[src/verilog/anx_defines.svh]
// Purpose: Offsets, field positions, reset values and constants of the
//          auto-negotiation next page status register bank.
// Assumes: Management port with 5-bit register addresses, 16-bit data.
// Notes:   Definitions only.
//
// How it works
// - Received page bit 13 reads 1 for message page, 0 unformatted; reset 0.
// - Received page bit 12 reads partner ability to comply with message; reset 0.
// - Received page bit 11 holds toggle, opposite of previous transmitted toggle.
// - Received page bits 10:0 hold partner 11-bit code; reset all zeros.
// - Expansion bits 15:5 ignore writes and always read zero.
// - Expansion bit 4 reads 1 when parallel detection found a fault.
// - Expansion bit 3 reads 1 when partner supports next page exchange.
// - Expansion bit 2 reads a fixed 1: local device can send next pages.
// - Expansion bit 1 sets on page reception, cleared by reading the register.
// - Expansion bit 0 reads 1 when partner supports auto-negotiation.
// - Received next page word sits at address 0x05, shared with base page view.
// - Received page bit 15 reads 1 when partner wants another next page.
// - Bit 14 acknowledge comes from the negotiation machine; writes have no effect.

`ifndef ANX_DEFINES_SVH
`define ANX_DEFINES_SVH

// ----------------------------------------------------------------------------
// Register addresses
// ----------------------------------------------------------------------------
`define ANX_ADDR_PARTNER_PAGE  5'h05
`define ANX_ADDR_EXPANSION     5'h06
`define ANX_ADDR_IRQ_STATUS    5'h18
`define ANX_ADDR_IRQ_MASK      5'h19
`define ANX_ADDR_PAGE_COUNT    5'h1A

// ----------------------------------------------------------------------------
// Expansion register fields
// ----------------------------------------------------------------------------
`define ANX_EXP_FAULT_BIT      4
`define ANX_EXP_PARTNER_NP_BIT 3
`define ANX_EXP_LOCAL_NP_BIT   2
`define ANX_EXP_PAGE_RX_BIT    1
`define ANX_EXP_PARTNER_AN_BIT 0
`define ANX_EXP_RSVD_HI        15
`define ANX_EXP_RSVD_LO        5
`define ANX_LOCAL_NP_VALUE     1'h1

// ----------------------------------------------------------------------------
// Interrupt status and mask fields
// ----------------------------------------------------------------------------
`define ANX_IRQ_PAGE_BIT       0
`define ANX_IRQ_FAULT_BIT      1
`define ANX_IRQ_NP_VIEW_BIT    2
`define ANX_IRQ_WIDTH          3

// ----------------------------------------------------------------------------
// Reset values, counter increment and counter width
// ----------------------------------------------------------------------------
`define ANX_RST_WORD           16'h0000
`define ANX_RST_IRQ            3'h0
`define ANX_RST_COUNT          8'h00
`define ANX_COUNT_ONE          8'h01
`define ANX_COUNT_WIDTH        8

`endif

[src/verilog/anx_pkg.sv]
// Purpose: Types of the auto-negotiation next page status register bank.
// Assumes: anx_defines.svh is compiled alongside.
// Notes:   Page word layout follows the management view, bit 15 first.

package anx_pkg;

   // -------------------------------------------------------------------------
   // Received link code word, next page layout
   // -------------------------------------------------------------------------
   typedef struct packed {
      logic        more_pages_desired;
      logic        partner_ack;
      logic        message_page_flag;
      logic        partner_will_comply;
      logic        toggle;
      logic [10:0] code;
   } anx_page_t;

   // -------------------------------------------------------------------------
   // Levels reported by the negotiation machine
   // -------------------------------------------------------------------------
   typedef struct packed {
      logic parallel_detect_fault;
      logic partner_extra_pages_supported;
      logic partner_negotiation_capable;
   } anx_link_status_t;

   // -------------------------------------------------------------------------
   // Management port request
   // -------------------------------------------------------------------------
   typedef struct packed {
      logic [4:0]  addr;
      logic [15:0] wdata;
      logic        wr;
      logic        rd;
   } anx_bus_req_t;

   // -------------------------------------------------------------------------
   // View shown at the shared address
   // -------------------------------------------------------------------------
   typedef enum logic [1:0] {
      ANX_VIEW_BASE = 2'b01,
      ANX_VIEW_NEXT = 2'b10
   } anx_view_t;

endpackage : anx_pkg

[src/verilog/anx_status_regs.sv]
// Purpose: Received next page word and expansion status registers of the
//          auto-negotiation function, with interrupt status and mask.
// Assumes: Page load, status levels and base page word come from the
//          negotiation machine on core_clk; bus strobes are one cycle.
// Notes:   Read data appear the cycle after the read strobe.

`include "anx_defines.svh"

module anx_status_regs
   import anx_pkg::*;
#(
   parameter int COUNT_WIDTH = `ANX_COUNT_WIDTH
) (
   input  wire logic             core_clk,
   input  wire logic             rst_b,
   input  wire anx_bus_req_t     bus_req,
   output      logic [15:0]      bus_rdata,
   input  wire logic             page_load,
   input  wire logic             page_is_next,
   input  wire anx_page_t        page_word,
   input  wire logic [15:0]      base_page_word,
   input  wire logic             negotiation_restart,
   input  wire anx_link_status_t link_status,
   output      logic             irq
);

   // -------------------------------------------------------------------------
   // Decoding helpers
   // -------------------------------------------------------------------------
   function automatic logic hit(input anx_bus_req_t req,
                                input logic [4:0]   addr);
      hit = req.addr == addr;
   endfunction : hit

   function automatic logic [15:0] pack_page(input anx_page_t p);
      pack_page = {p.more_pages_desired, p.partner_ack, p.message_page_flag,
                   p.partner_will_comply, p.toggle, p.code};
   endfunction : pack_page

   // -------------------------------------------------------------------------
   // Stored state
   // -------------------------------------------------------------------------
   anx_page_t                   partner_next_page_word;
   anx_view_t                   view;
   anx_link_status_t            link_level;
   logic                        page_received;
   logic [`ANX_IRQ_WIDTH-1:0]   irq_status;
   logic [`ANX_IRQ_WIDTH-1:0]   irq_mask;
   logic [COUNT_WIDTH-1:0]      page_count;
   logic                        fault_seen;

   // -------------------------------------------------------------------------
   // Next values
   // -------------------------------------------------------------------------
   anx_page_t                   next_page_word;
   anx_view_t                   next_view;
   logic                        next_page_received;
   logic [`ANX_IRQ_WIDTH-1:0]   next_irq_status;
   logic [`ANX_IRQ_WIDTH-1:0]   next_irq_mask;
   logic [COUNT_WIDTH-1:0]      next_page_count;
   logic [15:0]                 next_rdata;
   logic                        next_irq;

   // -------------------------------------------------------------------------
   // Address decode
   // -------------------------------------------------------------------------
   wire logic sel_page   = hit(bus_req, `ANX_ADDR_PARTNER_PAGE);
   wire logic sel_exp    = hit(bus_req, `ANX_ADDR_EXPANSION);
   wire logic sel_status = hit(bus_req, `ANX_ADDR_IRQ_STATUS);
   wire logic sel_mask   = hit(bus_req, `ANX_ADDR_IRQ_MASK);
   wire logic sel_count  = hit(bus_req, `ANX_ADDR_PAGE_COUNT);

   wire logic rd_exp     = bus_req.rd & sel_exp;
   wire logic rd_status  = bus_req.rd & sel_status;
   wire logic rd_count   = bus_req.rd & sel_count;
   wire logic wr_mask    = bus_req.wr & sel_mask;

   // -------------------------------------------------------------------------
   // Page capture
   // -------------------------------------------------------------------------
   wire logic load_next  = page_load & page_is_next;
   wire logic load_base  = page_load & ~page_is_next;

   // Only the negotiation machine writes page fields; bus writes never reach
   assign next_page_word = load_next ? page_word
                                     : partner_next_page_word;

   // Shared address shows the base page until a next page arrives
   always_comb begin
      case (view)
         ANX_VIEW_BASE: begin
            next_view = load_next ? ANX_VIEW_NEXT : ANX_VIEW_BASE;
         end
         ANX_VIEW_NEXT: begin
            next_view = (negotiation_restart | load_base) ? ANX_VIEW_BASE
                                                          : ANX_VIEW_NEXT;
         end
         default: begin
            next_view = ANX_VIEW_BASE;
         end
      endcase
   end

   // Set wins over the clearing read; flag rises with the page fields
   assign next_page_received = page_load | (page_received & ~rd_exp);

   // -------------------------------------------------------------------------
   // Page counter, cleared on read, new page wins
   // -------------------------------------------------------------------------
   always_comb begin
      if (rd_count) begin
         next_page_count = page_load ? COUNT_WIDTH'(`ANX_COUNT_ONE)
                                     : COUNT_WIDTH'(`ANX_RST_COUNT);
      end else if (page_load && page_count != {COUNT_WIDTH{1'b1}}) begin
         next_page_count = page_count + COUNT_WIDTH'(`ANX_COUNT_ONE);
      end else begin
         next_page_count = page_count;
      end
   end

   // -------------------------------------------------------------------------
   // Interrupt events
   // -------------------------------------------------------------------------
   wire logic fault_rise = link_status.parallel_detect_fault & ~fault_seen;
   wire logic [`ANX_IRQ_WIDTH-1:0] irq_event = {load_next & (view == ANX_VIEW_BASE),
                                                fault_rise,
                                                page_load};

   // Event in the clearing read cycle stays set
   assign next_irq_status = irq_event | (irq_status & {`ANX_IRQ_WIDTH{~rd_status}});
   assign next_irq_mask   = wr_mask ? bus_req.wdata[`ANX_IRQ_WIDTH-1:0] : irq_mask;
   assign next_irq        = |(next_irq_status & next_irq_mask);

   // -------------------------------------------------------------------------
   // Read data
   // -------------------------------------------------------------------------
   wire logic [15:0] page_view = (view == ANX_VIEW_NEXT)
                                 ? pack_page(partner_next_page_word)
                                 : base_page_word;

   wire logic [15:0] exp_view;
   assign exp_view[`ANX_EXP_RSVD_HI:`ANX_EXP_RSVD_LO] = '0;
   assign exp_view[`ANX_EXP_FAULT_BIT]      = link_level.parallel_detect_fault;
   assign exp_view[`ANX_EXP_PARTNER_NP_BIT] =
      link_level.partner_extra_pages_supported;
   assign exp_view[`ANX_EXP_LOCAL_NP_BIT]   = `ANX_LOCAL_NP_VALUE;
   assign exp_view[`ANX_EXP_PAGE_RX_BIT]    = page_received;
   assign exp_view[`ANX_EXP_PARTNER_AN_BIT] =
      link_level.partner_negotiation_capable;

   always_comb begin
      next_rdata = `ANX_RST_WORD;
      if (bus_req.rd) begin
         if (sel_page) begin
            next_rdata = page_view;
         end else if (sel_exp) begin
            next_rdata = exp_view;
         end else if (sel_status) begin
            next_rdata[`ANX_IRQ_WIDTH-1:0] = irq_status;
         end else if (sel_mask) begin
            next_rdata[`ANX_IRQ_WIDTH-1:0] = irq_mask;
         end else if (sel_count) begin
            next_rdata[COUNT_WIDTH-1:0] = page_count;
         end
      end
   end

   // -------------------------------------------------------------------------
   // Registers
   // -------------------------------------------------------------------------
   always_ff @(posedge core_clk or negedge rst_b) begin
      if (!rst_b) begin
         partner_next_page_word <= `ANX_RST_WORD;
         view                   <= ANX_VIEW_BASE;
         page_received          <= 1'b0;
      end else begin
         partner_next_page_word <= next_page_word;
         view                   <= next_view;
         page_received          <= next_page_received;
      end
   end

   always_ff @(posedge core_clk or negedge rst_b) begin
      if (!rst_b) begin
         link_level <= '0;
         fault_seen <= 1'b0;
      end else begin
         link_level <= link_status;
         fault_seen <= link_status.parallel_detect_fault;
      end
   end

   always_ff @(posedge core_clk or negedge rst_b) begin
      if (!rst_b) begin
         irq_status <= `ANX_RST_IRQ;
         irq_mask   <= `ANX_RST_IRQ;
         page_count <= COUNT_WIDTH'(`ANX_RST_COUNT);
      end else begin
         irq_status <= next_irq_status;
         irq_mask   <= next_irq_mask;
         page_count <= next_page_count;
      end
   end

   always_ff @(posedge core_clk or negedge rst_b) begin
      if (!rst_b) begin
         bus_rdata <= `ANX_RST_WORD;
         irq       <= 1'b0;
      end else begin
         bus_rdata <= next_rdata;
         irq       <= next_irq;
      end
   end

endmodule : anx_status_regs

[config.mk]
export PLATFORM = sky130hd
export DESIGN_NAME = anx_status_regs
export DESIGN_NICKNAME = d
export VERILOG_FILES = /design/src/verilog/anx_pkg.sv /design/src/verilog/anx_status_regs.sv
export VERILOG_INCLUDE_DIRS = /design/src /design/src/verilog
export SDC_FILE = /design/constraint.sdc
export NUM_CORES = 1
export LEC_CHECK = 0
export ABC_AREA = 1
export BUFFER_PORTS_ARGS = -buffer_cell sky130_fd_sc_hd__buf_2
export CORE_MARGIN = 2
export CORE_UTILIZATION = 32
export CTS_CLUSTER_DIAMETER = 120
export CTS_CLUSTER_SIZE = 14
export DETAILED_ROUTE_END_ITERATION = 7
export MAX_ROUTING_LAYER = met4
export PLACE_DENSITY_LB_ADDON = 0.12
export SLEW_MARGIN = 25
export SYNTH_ARGS = -nofsm -noshare
export SYNTH_HDL_FRONTEND = slang
export SYNTH_SLANG_ARGS = --single-unit
[constraint.sdc]
create_clock -name core_clk -period 3.75 [get_ports core_clk]
set_clock_uncertainty 0.05 [all_clocks]
set_input_delay 0.75 -clock core_clk [delete_from_list [all_inputs] [get_ports core_clk]]
set_output_delay 0.75 -clock core_clk [all_outputs]
set_load 0.02 [all_outputs]
=== After elaboration in Yosys (flattened, before gate mapping) ===
Index checks and enable logic that the tools add are counted.

* Register bits: 53
* Bits of input ports: 63
* Output and inout port bits: 17
* Word-level logic and storage cells: 62

* Add/sub/neg operators: 1
* Eq/ne operators: 8
* Multiplexer cells: 16
* Bitwise operators: 18
* Reductions and logical operators: 3

{| class="wikitable"
|+ Operators with widths
! kind !! number
|-
| 2-to-1 mux 16 bit || 3
|-
| 2-to-1 mux 8 bit || 4
|-
| == test 5 bit (second input constant) || 3
|-
| == test 5 x 3 -> 1 bit (second input constant) || 2
|-
| 2-to-1 mux 5 bit || 2
|-
| bitwise AND 1 bit || 9
|-
| 2-to-1 mux 3 bit || 3
|-
| adder 8 x 1 -> 8 bit (second input constant) || 1
|-
| != test 8 bit (second input constant) || 1
|-
| bitwise AND 3 bit || 2
|-
| 2-to-1 mux 2 bit || 2
|-
| inverter 1 bit || 4
|-
| case mux 2 bit (2 select lines) || 1
|-
| OR 3 bit || 1
|-
| OR reduction 3 bit || 1
|-
| == test 2 x 1 -> 1 bit (second input constant) || 1
|-
| == test 2 bit (second input constant) || 1
|-
| OR 1 bit || 2
|-
| nonzero test 2 bit || 1
|-
| logical AND 1 bit || 1
|-
| 2-to-1 mux 1 bit || 1
|}

=== Logic depth before layout (Yosys ltp) ===
Gate-level depths: netlist of the first run.

* Depth after elaboration: 7
* Depth in mapped cells: 9
* Mapped depth without buffers: 8

=== Worst setup path after synthesis of the first run ===
OpenSTA, ideal clock, no wires.

* Path kind: input port to flip-flop
* Start: input port bus_req[20] (netlist bit)
* End: register page_count[6]
* Library setup time: 0.117 ns
* Arrival time: 1.472 ns
* Required time: 3.583 ns
* Slack: 2.110 ns
* Cell stages on the path: 7
* Path through: inv_1 > nand3_2 > nor2_4 > nand2_4 > buf_6 > nand3_1 > nand2_1

* Longest elaborated chain between the ends: 3
* Elaborated cells on any way between the ends: 4
* Classes of those cells: eq/ne: 1; mux: 1; bitwise: 1; reduce/logical: 1

{| class="wikitable"
|+ Ends and longest elaborated chain
! what !! line !! source
|-
| start: declaration || anx_status_regs.sv:16 || <nowiki>input wire anx_bus_req_t bus_req,</nowiki>
|-
| == test 5 bit * || anx_status_regs.sv:32 || <nowiki>hit = req.addr == addr;</nowiki>
|-
| bitwise AND 1 bit * || anx_status_regs.sv:75 || <nowiki>wire logic rd_count = bus_req.rd & sel_count;</nowiki>
|-
| 2-to-1 mux 8 bit / nonzero test 2 bit (equally long branches) || n/a ||
|-
| end signal: assignment || anx_status_regs.sv:197 || <nowiki>page_count <= COUNT_WIDTH'(`ANX_RST_COUNT);</nowiki>
|-
| end signal: assignment || anx_status_regs.sv:201 || <nowiki>page_count <= next_page_count;</nowiki>
|-
| end: declaration || anx_status_regs.sv:49 || <nowiki>logic [COUNT_WIDTH-1:0] page_count;</nowiki>
|}

Every way passes the cells marked *; elsewhere a longest branch is shown, timed or not.
A chain may end at the register's enable or synchronous reset.

=== Worst setup path after layout of the first run ===
* Start: register view[0]
* End: register bus_rdata[5]

* Longest elaborated chain between the ends: 4

{| class="wikitable"
|+ Ends and longest elaborated chain
! what !! line !! source
|-
| start: declaration || anx_status_regs.sv:44 || <nowiki>anx_view_t view;</nowiki>
|-
| start signal: assignment || anx_status_regs.sv:178 || <nowiki>view <= next_view;</nowiki>
|-
| == test 2 bit || anx_status_regs.sv:137 || <nowiki>wire logic [15:0] page_view = (view == ANX_VIEW_NEXT)</nowiki>
|-
| 2-to-1 mux 16 bit || anx_status_regs.sv:138 || <nowiki>? pack_page(partner_next_page_word)</nowiki>
|-
| 2-to-1 mux 16 bit || anx_status_regs.sv:154 || <nowiki>if (sel_page) begin</nowiki>
|-
| 2-to-1 mux 16 bit || anx_status_regs.sv:153 || <nowiki>if (bus_req.rd) begin</nowiki>
|-
| via next_rdata[5] || anx_status_regs.sv:61 || <nowiki>logic [15:0] next_rdata;</nowiki>
|-
| end signal: assignment || anx_status_regs.sv:207 || <nowiki>bus_rdata <= `ANX_RST_WORD;</nowiki>
|-
| end signal: assignment || anx_status_regs.sv:210 || <nowiki>bus_rdata <= next_rdata;</nowiki>
|-
| end: declaration || anx_status_regs.sv:17 || <nowiki>output logic [15:0] bus_rdata,</nowiki>
|}

The timed path passes the listed nets, and every way through them passes these cells.

==> impl_metrics.json, run 1 <==
{
  "rows": 33,
  "p_clk_share_pct": 29.5,
  "min_path_type": "flip-flop to flip-flop",
  "dpl_cell_area_sq_um": 3040,
  "cts.repair.resized": 0,
  "yosysTopAreaCellShare_pct": 49.5,
  "fp.dieW_um": 94.6,
  "rsz0062_at_grt": "no",
  "peakVddDrop_mv": 0.212,
  "wirelength_mm": 5.76,
  "hold_start": "irq_status[1]",
  "min_period_over_period_pct": 49.3,
  "h-tree-depth": 2,
  "n_fill_cell": 875,
  "worstHoldEndpoint": "irq_status[1]",
  "maxCapViolCount": 0,
  "numPortBuffers": 66,
  "power_density_nw_per_um2": 436,
  "drtIter0Drc": 72,
  "criticalPathCategory": "flip-flop to flip-flop",
  "final_common_cell": "buf_2",
  "synth_warnings": 0,
  "dpl.hpwl_mm": 4.24,
  "power_frac_seq_pct": 51.4,
  "clock_latency_ns": 0.30,
  "cts_buffers": 5,
  "critPathMaxFanout": 18,
  "synthesis.nets": 337,
  "tns_ns": 0,
  "finalCriticalPeriod_ns": 1.85,
  "final_cell_mix": "buf_2, nand2_1, dfrtp_1",
  "reg2reg_slack_ns": 1.90,
  "die_area_sq_um": 8960,
  "synth_cells": 271,
  "rr_startpoint": "view[0]",
  "cts_hold_buf": 0,
  "p_leak_nw": 1.66,
  "cp_slowest_cell": "ha_1",
  "internal_power_uw": 990,
  "relSlewSlack_pct": 45.3,
  "ant_nets": 0,
  "ff_latch_area_sq_um": 1330,
  "place.gp.congestion": 0.799,
  "yosysUniqueCellTypes": 29,
  "wire_per_inst_um": 13.0,
  "vias": 2014,
  "grt_usage_pct": 14.1,
  "grt_max_degree": 37,
  "yosysSeqAreaShare_pct": 50.5,
  "start_util_pct": 32.5,
  "synth-seq-cells": 53,
  "cp_top_family": "adder cells",
  "antenna_found_initial": 0,
  "firstDrtPassIters": 4,
  "clk_pin_slew_ns": 0.10,
  "drive_gt1_share_pct": 32.4,
  "coreArea_sq_um": 8090,
  "syn2layout_area_growth_pct": 20.2,
  "crit_arrival_ns": 1.98,
  "netlist_top_cells_area": "dfrtp_1, nand2_1, nand3_1",
  "fin_nets": 404,
  "power.switching_uw": 387,
  "grt_pass1_vias": 2017,
  "finalMaxSlewViolations": 0,
  "cts_tree": "built",
  "yosysTopAreaCell": "dfrtp_1",
  "clock-sinks": 53,
  "max_slew.worst_pin.slew_ns": 0.820,
  "cts_setup_buffers": 0,
  "rr_worst_depth": 5,
  "r2r_end": "bus_rdata[5]",
  "status": "finished, final reports clean",
  "whs_path_depth": 2,
  "cp_cell_sequence": "inv_1, ha_1, mux2_2, nand2_1, a21oi_1",
  "avgSynthCellArea_sq_um": 9.70,
  "clockBufferDepth": 2,
  "hold_viol_final": 0,
  "netlist_area_sq_um": 2630,
  "drc": 0,
  "antenna_cells": 0,
  "setup_viol": 0,
  "fin_area_sq_um": 3160,
  "clockRootBuffer": "clkbuf_8",
  "io_pins": 80,
  "worstSetupEndpointType": "flip-flop",
  "max_freq_mhz": 541,
  "startpoint_type": "flip-flop",
  "die_y_um": 94.6,
  "required_ns": 3.88,
  "grt_pass1_wl_mm": 9.48,
  "max_stage_delay_ns": 0.68,
  "power_frac_comb_pct": 19.1,
  "grt-ovfl-total": 0,
  "swShare_pct": 28.1,
  "cp.buffers_inverters": 1,
  "vias_per_cell": 4.54,
  "multi_input_area_sq_um": 1160
}
power groups by stage:
stage | logic, mW | clock network, mW | registers [mW]
detailed placement | 0.267 | 0 | 0.719
global placement | 0.263 | 0 | 0.720
global route | 0.302 | 0.446 | 0.721
finish | 0.263 | 0.406 | 0.708
CTS | 0.268 | 0.422 | 0.709
floorplan | 0.196 | 0 | 0.702
worst reg2reg max path, cell delays in order (launching register included):
cell and delay (ns):
dfstp_2 0.39, inv_1 0.05, ha_1 0.68, mux2_2 0.42, nand2_1 0.07, a21oi_1 0.07
synth_stat cells:
cell,count
nand2_1,62
nor2_1,23
nor2_4,2
buf_6,3
nand3_4,1
nor3_2,1
o21ai_0,6
dfstp_2,1
buf_4,1
clkbuf_2,1
ha_1,3
nand4_1,5
inv_1,19
nor3_4,1
buf_2,3
dfrtp_1,52
nand3_2,1
nand3_1,39
a21oi_1,5
mux2_4,9
nand2_4,3
inv_2,1
nor2_2,2
a21oi_2,1
nand2_2,2
xor2_1,3
mux2i_1,10
mux2_2,10
xnor2_1,1
layer usage:
| layer | global-route usage (%) | wire [um] | share of wire [%] |
|---|---|---|---|
| met1 | 19.1 | 2890 | 50 |
| met2 | 21.3 | 2520 | 44 |
| met3 | 3.19 | 292 | 5.1 |
| met4 | 3.62 | 53 | 0.92 |
| met5 | - | 0 | 0 |
state kept, by name, indices dropped and copies added (netlist names):
name,cells
bus_rdata,16
partner_next_page_word,16
page_count,8
irq_mask,3
irq_status,3
exp_view,2
view,2
fault_seen,1
irq,1
page_received,1
per-stage QoR:
| stage | worst slack (ns) | hold WS [ns] | utilization (%) | instances | total power, mW |
|---|---|---|---|---|---|
| after floorplan | 2.11 | 0.404 | - | 271 | 0.898 |
| after global placement | 1.73 | 0.437 | 37.6 | 436 | 0.983 |
| after detailed placement | 1.70 | 0.439 | 37.6 | 436 | 0.986 |
| after CTS | 1.87 | 0.463 | 39.1 | 444 | 1.40 |
| after global routing | 1.72 | 0.480 | 39.1 | 444 | 1.47 |
| final | 1.90 | 0.456 | 39.1 | 444 | 1.38 |
worst max-delay path by stage:
stage	start	to	slack [ns]	cells past startpoint
after CTS	view[0]	bus_rdata[7]	1.87	5
after global placement	bus_req[21]	irq	1.73	8
after floorplan	bus_req[20]	page_count[6]	2.11	7
after detailed placement	bus_req[21]	irq	1.70	8
final	view[0]	bus_rdata[5]	1.90	5
after global routing	view[0]	bus_rdata[2]	1.72	5
cells by family after synthesis:
family | share of synthesized area [%]
AOI/OAI and AO/OA | 2.43
and+or+nand+nor | 25.9
muxes | 13.2
DFF | 50.5
adders and majority gates | 1.43
buffers and inverters | 5.19
xor gates and xnor gates | 1.33
layout make-up:
cell class	count	share of cell area, %
well taps	105	4.16
clock buffers	7	2.73
clock inverters	1	0.950
repair buffers	68	10.9
multi-input cells	190	36.9
inverters	20	2.38
flip-flops and latches	53	42.0
Power figures use the tool's default switching activity.
==> run 2: changes to the inputs <==
- ABC_AREA: 1 -> 0
- clock period: 3.75 -> 1.5 ns (I/O delays scaled with it)
==> impl_metrics.json, run 2 <==
{
  "whs_ns": 0.0348,
  "rows": 31,
  "fp.dieW_um": 91.7,
  "start_util_pct": 33.6,
  "required_ns": 1.65,
  "die_y_um": 91.7,
  "finalCriticalPeriod_ns": 1.56,
  "clockRootBuffer": "clkbuf_8",
  "antenna_found_initial": 0,
  "ant_nets": 0,
  "cp.buffers_inverters": 1,
  "place.gp.congestion": 0.759,
  "fin_nets": 368,
  "startpoint": "view[0]",
  "synthTopCellsByCount": "dfrtp_1, mux2_2, nor2_1",
  "p_leak_nw": 1.53,
  "grt_usage_pct": 14.6,
  "clockBufferDepth": 2,
  "cts_tree": "built",
  "drive_gt1_share_pct": 48.2,
  "peakVddDrop_mv": 0.493,
  "avgSynthCellArea_sq_um": 11.8,
  "min_path_type": "primary input to flip-flop",
  "synth-seq-cells": 53,
  "top_regs": "bus_rdata: 16 flops, partner_next_page_word: 16 flops, page_count: 8 flops",
  "firstDrtPassIters": 4,
  "clock-sinks": 53,
  "numPortBuffers": 66,
  "cp.depth": 5,
  "min_period_over_period_pct": 104,
  "failed_checks": "negative setup slack",
  "hold_viol_final": 0,
  "final_cell_mix": "buf_2, dfrtp_1, buf_4",
  "grt_pass1_vias": 1976,
  "yosysTopAreaCell": "dfrtp_1",
  "grt_pass1_wl_mm": 9.41,
  "max_slew.worst_pin.slew_ns": 0.357,
  "synth_edf_count": 0,
  "cp_slowest_cell": "dfstp_2",
  "yosysUniqueCellTypes": 46,
  "hold_start": "link_status[0]",
  "yosysSeqAreaShare_pct": 54.0,
  "dpl.hpwl_mm": 4.24,
  "setup_viol": 9,
  "status": "finished, violations left",
  "drc": 0,
  "cp_top_family": "flip-flops",
  "clk_pin_slew_ns": 0.11,
  "cts_buffers": 5,
  "crit_arrival_ns": 1.72,
  "r2r_end": "bus_rdata[4]",
  "netlist_top_cells_area": "dfrtp_1, mux2_2, mux2i_1",
  "grt-ovfl-total": 0,
  "worstSetupEndpointType": "flip-flop",
  "h-tree-depth": 2,
  "wire_per_inst_um": 14.3,
  "rsz0062_at_grt": "yes",
  "synthesis.nets": 275,
  "wirelength_mm": 5.73,
  "drtIter0Drc": 92,
  "clock_latency_ns": 0.31,
  "synth_ff_type": "dfrtp_1",
  "criticalPathCategory": "flip-flop to flip-flop",
  "cp_cell_sequence": "inv_2, ha_4, mux2_4, a222oi_1, nor2_1",
  "netlist_area_sq_um": 2460,
  "antenna_cells": 0,
  "coreArea_sq_um": 7330,
  "synth_warnings": 0,
  "rr_startpoint": "view[0]",
  "synth_most_common_cell": "dfrtp_1",
  "reg2reg_slack_ns": -0.06,
  "finalMaxSlewViolations": 0,
  "endpoint": "bus_rdata[4]",
  "final_common_cell": "buf_2",
  "critPathMaxFanout": 5,
  "max_stage_delay_ns": 0.55,
  "total_power_mw": 3.57,
  "rr_worst_depth": 5,
  "startpoint_type": "flip-flop",
  "power_density_nw_per_um2": 1090,
  "vias": 1895,
  "die_area_sq_um": 8400,
  "max_freq_mhz": 640,
  "grt_max_degree": 29,
  "maxCapViolCount": 0,
  "yosysTopAreaCellShare_pct": 52.9,
  "syn2layout_area_growth_pct": 33.3,
  "fin_ws_ns": -0.0627,
  "io_pins": 80,
  "synthArstFlopShare_pct": 100,
  "synth_cells": 209,
  "relSlewSlack_pct": 75.9,
  "vias_per_cell": 4.71
}
run 2: cell count changes in the layout (fill, tap and decap cells not counted), sizes merged, moves of 4 or more:
cell    previous run  this run
a221oi             0         4
a22oi              0         4
and3               0         5
buf               68        94
inv               20        12
mux2i             10        16
nand2             67        11
nand3             41         5
nand4              5         1
nor2              27        18
run 2: how the worst min path moves through the flow:
| stage | endpoint | cells past startpoint |
|---|---|---|
| 6_report | exp_view[0] | 1 |
| 3_3_place_gp | partner_next_page_word[5] | 1 |
| 3_5_place_dp | partner_next_page_word[6] | 1 |
| 2_1_floorplan | bus_rdata[0] | 0 |
| 4_1_cts | exp_view[0] | 1 |
| 5_1_grt | exp_view[0] | 1 |
run 2: per-layer routing:
layer  vias to the layer above  share of wire, %  global-route usage (%)
li1                        926                 -                       -
met1                       926                47                    19.0
met2                        38                48                    23.0
met3                         5               4.3                    3.04
met4                         0               1.0                    4.55
met5                         -                 0                       -
run 2: per-stage QoR:
stage | setup TNS, ns | setup WS (ns) | cell area, sq um | util [%] | instances
2_1_floorplan | -0.204 | -0.122 | 2470 | - | 209
3_3_place_gp | -0.420 | -0.0762 | 3070 | 41.9 | 389
3_5_place_dp | -0.655 | -0.103 | 3070 | 41.9 | 389
4_1_cts | -0.276 | -0.0745 | 3200 | 43.7 | 399
5_1_grt | -0.931 | -0.131 | 3280 | 44.7 | 402
6_report | -0.327 | -0.0627 | 3280 | 44.7 | 402
run 2: where the power goes:
part / switching, mW / total, mW / internal, mW
sequential: 0.167 / 1.80 / 1.63
combinational: 0.443 / 0.960 / 0.517
clock: 0.482 / 0.812 / 0.330
total: 1.09 / 3.57 / 2.48
run 2: cells by family (layout without fill, tap and decap cells):
family | after synthesis | count (layout) | synth area share, %
and+or+nand+nor | 58 | 58 | 12.4
muxes | 38 | 38 | 16.6
buffers and inverters | 21 | 115 | 4.02
AOI/OAI and AO/OA | 35 | 35 | 11.2
xor gates and xnor gates | 1 | 1 | 0.356
adders and majority gates | 3 | 3 | 1.53
DFF | 53 | 53 | 54.0
run 2: area by class of cell:
cell class	instances	area, sq um
Fill cell	703	4050
Timing Repair Buffer	95	583
Clock buffer	6	72.6
Tap cell	99	124
Multi-Input combinational cell	135	1110
Clock inverter	2	15.0
Sequential cell	53	1330
Inverter	12	45.0
run 2: worst register-to-register path, cell delays in order, from the launching register on:
cell,delay (ns)
dfstp_2,0.55
inv_2,0.04
ha_4,0.18
mux2_4,0.30
a222oi_1,0.27
nor2_1,0.07
run 2: timing repair:
action                                 CTS  global route
pin swaps                                5             7
hold buffers                             1             0
endpoints found under the hold margin   10             0
gates resized for setup                  5            13
buffers inserted                         1             3
setup endpoints to repair                8            14
==> run 3: changes to the inputs <==
- CORE_ASPECT_RATIO: unset -> 1.1
- CTS_BUF_LIST: unset -> sky130_fd_sc_hd__clkbuf_8 sky130_fd_sc_hd__clkbuf_16
==> impl_metrics.json, run 3 (synthesis results as in run 2) <==
{
  "dp.cells": 394,
  "vias_per_cell": 4.60,
  "n_fill_cell": 717,
  "start_util_pct": 32.9,
  "wire_per_inst_um": 14.0,
  "power_frac_seq_pct": 49.0,
  "multi_input_area_sq_um": 1110,
  "p_clk_share_pct": 24.5,
  "vias": 1875,
  "finalCriticalPeriod_ns": 1.62,
  "grt_max_degree": 23,
  "status": "finished, violations left",
  "die_area_sq_um": 8410,
  "grt_pass1_wl_mm": 9.07,
  "min_path_type": "primary input to flip-flop",
  "cts_tree": "built",
  "h-tree-depth": 2,
  "internal_power_mw": 2.54,
  "dpl.hpwl_mm": 4.32,
  "firstDrtPassIters": 4,
  "drive_gt1_share_pct": 47.9,
  "min_period_over_period_pct": 108,
  "p_leak_nw": 1.55,
  "final_cell_mix": "buf_2, dfrtp_1, buf_4",
  "clock_latency_ns": 0.31,
  "swShare_pct": 30.6,
  "max_freq_mhz": 619,
  "io_pins": 80,
  "rows": 33,
  "ff_latch_area_sq_um": 1330,
  "layout.cells.non_filler": 408,
  "clk_pin_slew_ns": 0.11,
  "wirelength_mm": 5.70,
  "grt_pass1_vias": 1924,
  "whs_ns": 0.0442,
  "fin_nets": 368,
  "failed_checks": "negative setup slack",
  "coreArea_sq_um": 7470,
  "setup_viol": 14,
  "crit_arrival_ns": 1.81,
  "finalMaxSlewViolations": 0,
  "top_regs": "bus_rdata: 16 flops, partner_next_page_word: 16 flops, page_count: 8 flops",
  "maxCapViolCount": 0,
  "die_y_um": 96.0,
  "hold_viol_final": 0,
  "clockRootBuffer": "clkbuf_8",
  "final_common_cell": "buf_2",
  "fin_ws_ns": -0.115,
  "power_frac_comb_pct": 26.5,
  "clock-sinks": 53,
  "clockBufferDepth": 2,
  "peakVddDrop_mv": 0.618,
  "critPathMaxFanout": 6,
  "power_density_nw_per_um2": 1100,
  "antenna_cells": 0,
  "rsz0062_at_grt": "yes",
  "drtIter0Drc": 68,
  "grt-ovfl-total": 0,
  "drc": 0,
  "cts_buffers": 5,
  "power.switching_mw": 1.12,
  "ant_nets": 0,
  "grt_usage_pct": 14.5,
  "max_slew.worst_pin.slew_ns": 0.343,
  "startpoint_type": "flip-flop",
  "syn2layout_area_growth_pct": 34.7,
  "relSlewSlack_pct": 77.1,
  "antenna_found_initial": 0,
  "criticalPathCategory": "flip-flop to flip-flop",
  "place.gp.congestion": 0.801,
  "fp.dieW_um": 87.6,
  "numPortBuffers": 66,
  "total_power_mw": 3.66,
  "worstSetupEndpointType": "flip-flop",
  "required_ns": 1.70
}
## run 3: worst max-delay path, stage by stage, from the launching register on
cell and delay [ns]:
dfstp_2 0.56, inv_2 0.04, ha_4 0.17, buf_4 0.14, buf_12 0.12, a21o_1 0.17
a221o_1 0.30
## run 3: metrics by stage
step | util (%) | instance area, sq um | TNS (ns) | setup WS (ns)
after floorplan | - | 2470 | -0.204 | -0.122
after global routing | 44.3 | 3310 | -1.34 | -0.165
after detailed placement | 41.1 | 3070 | -0.639 | -0.111
final | 44.3 | 3310 | -0.478 | -0.115
after global placement | 41.1 | 3070 | -0.614 | -0.0834
after CTS | 43.0 | 3210 | -0.269 | -0.0665
## run 3: repair_timing
item	CTS	global route
buffers inserted	0	5
hold buffers	1	0
resized for setup	6	14
cloned	0	0
hold endpoints to repair	6	0
pin swaps	3	8
setup endpoints to repair	8	12
## run 3: power groups by stage
stage / logic, mW / registers (mW) / clock network, mW
5_1_grt: 1.07 / 1.82 / 0.988
3_5_place_dp: 0.860 / 1.79 / 0
3_3_place_gp: 0.842 / 1.79 / 0
2_1_floorplan: 0.518 / 1.79 / 0
6_report: 0.968 / 1.79 / 0.897
4_1_cts: 0.897 / 1.77 / 0.920
## run 3: worst paths after layout
kind,startpoint,to,slack (ns),depth (start not counted)
hold / removal,link_status[0],exp_view[0],0.04,1
setup reg to reg,view[0],view[0],-0.12,6
hold reg to reg,page_received,page_received,0.45,1
min in group asynchronous,rst_b,bus_rdata[11],0.31,2
max in group asynchronous,rst_b,view[0],0.60,3
setup / recovery,view[0],view[0],-0.12,6
## run 3: routing by layer
metal / wire length [um] / GRT usage, % / up-vias
met1: 2610 / 19.1 / 897
met4: 72 / 4.62 / 0
met5: 0 / - / -
li1: - / - / 928
met3: 187 / 2.66 / 7
met2: 2830 / 22.9 / 43
## run 3: cell type report
type                            count  area share, %
Timing Repair Buffer               95           18.1
Tap cell                          105           3.97
Inverter                           12           1.36
Multi-Input combinational cell    135           33.5
Clock buffer                        6           2.49
Sequential cell                    53           40.1
Clock inverter                      2          0.529
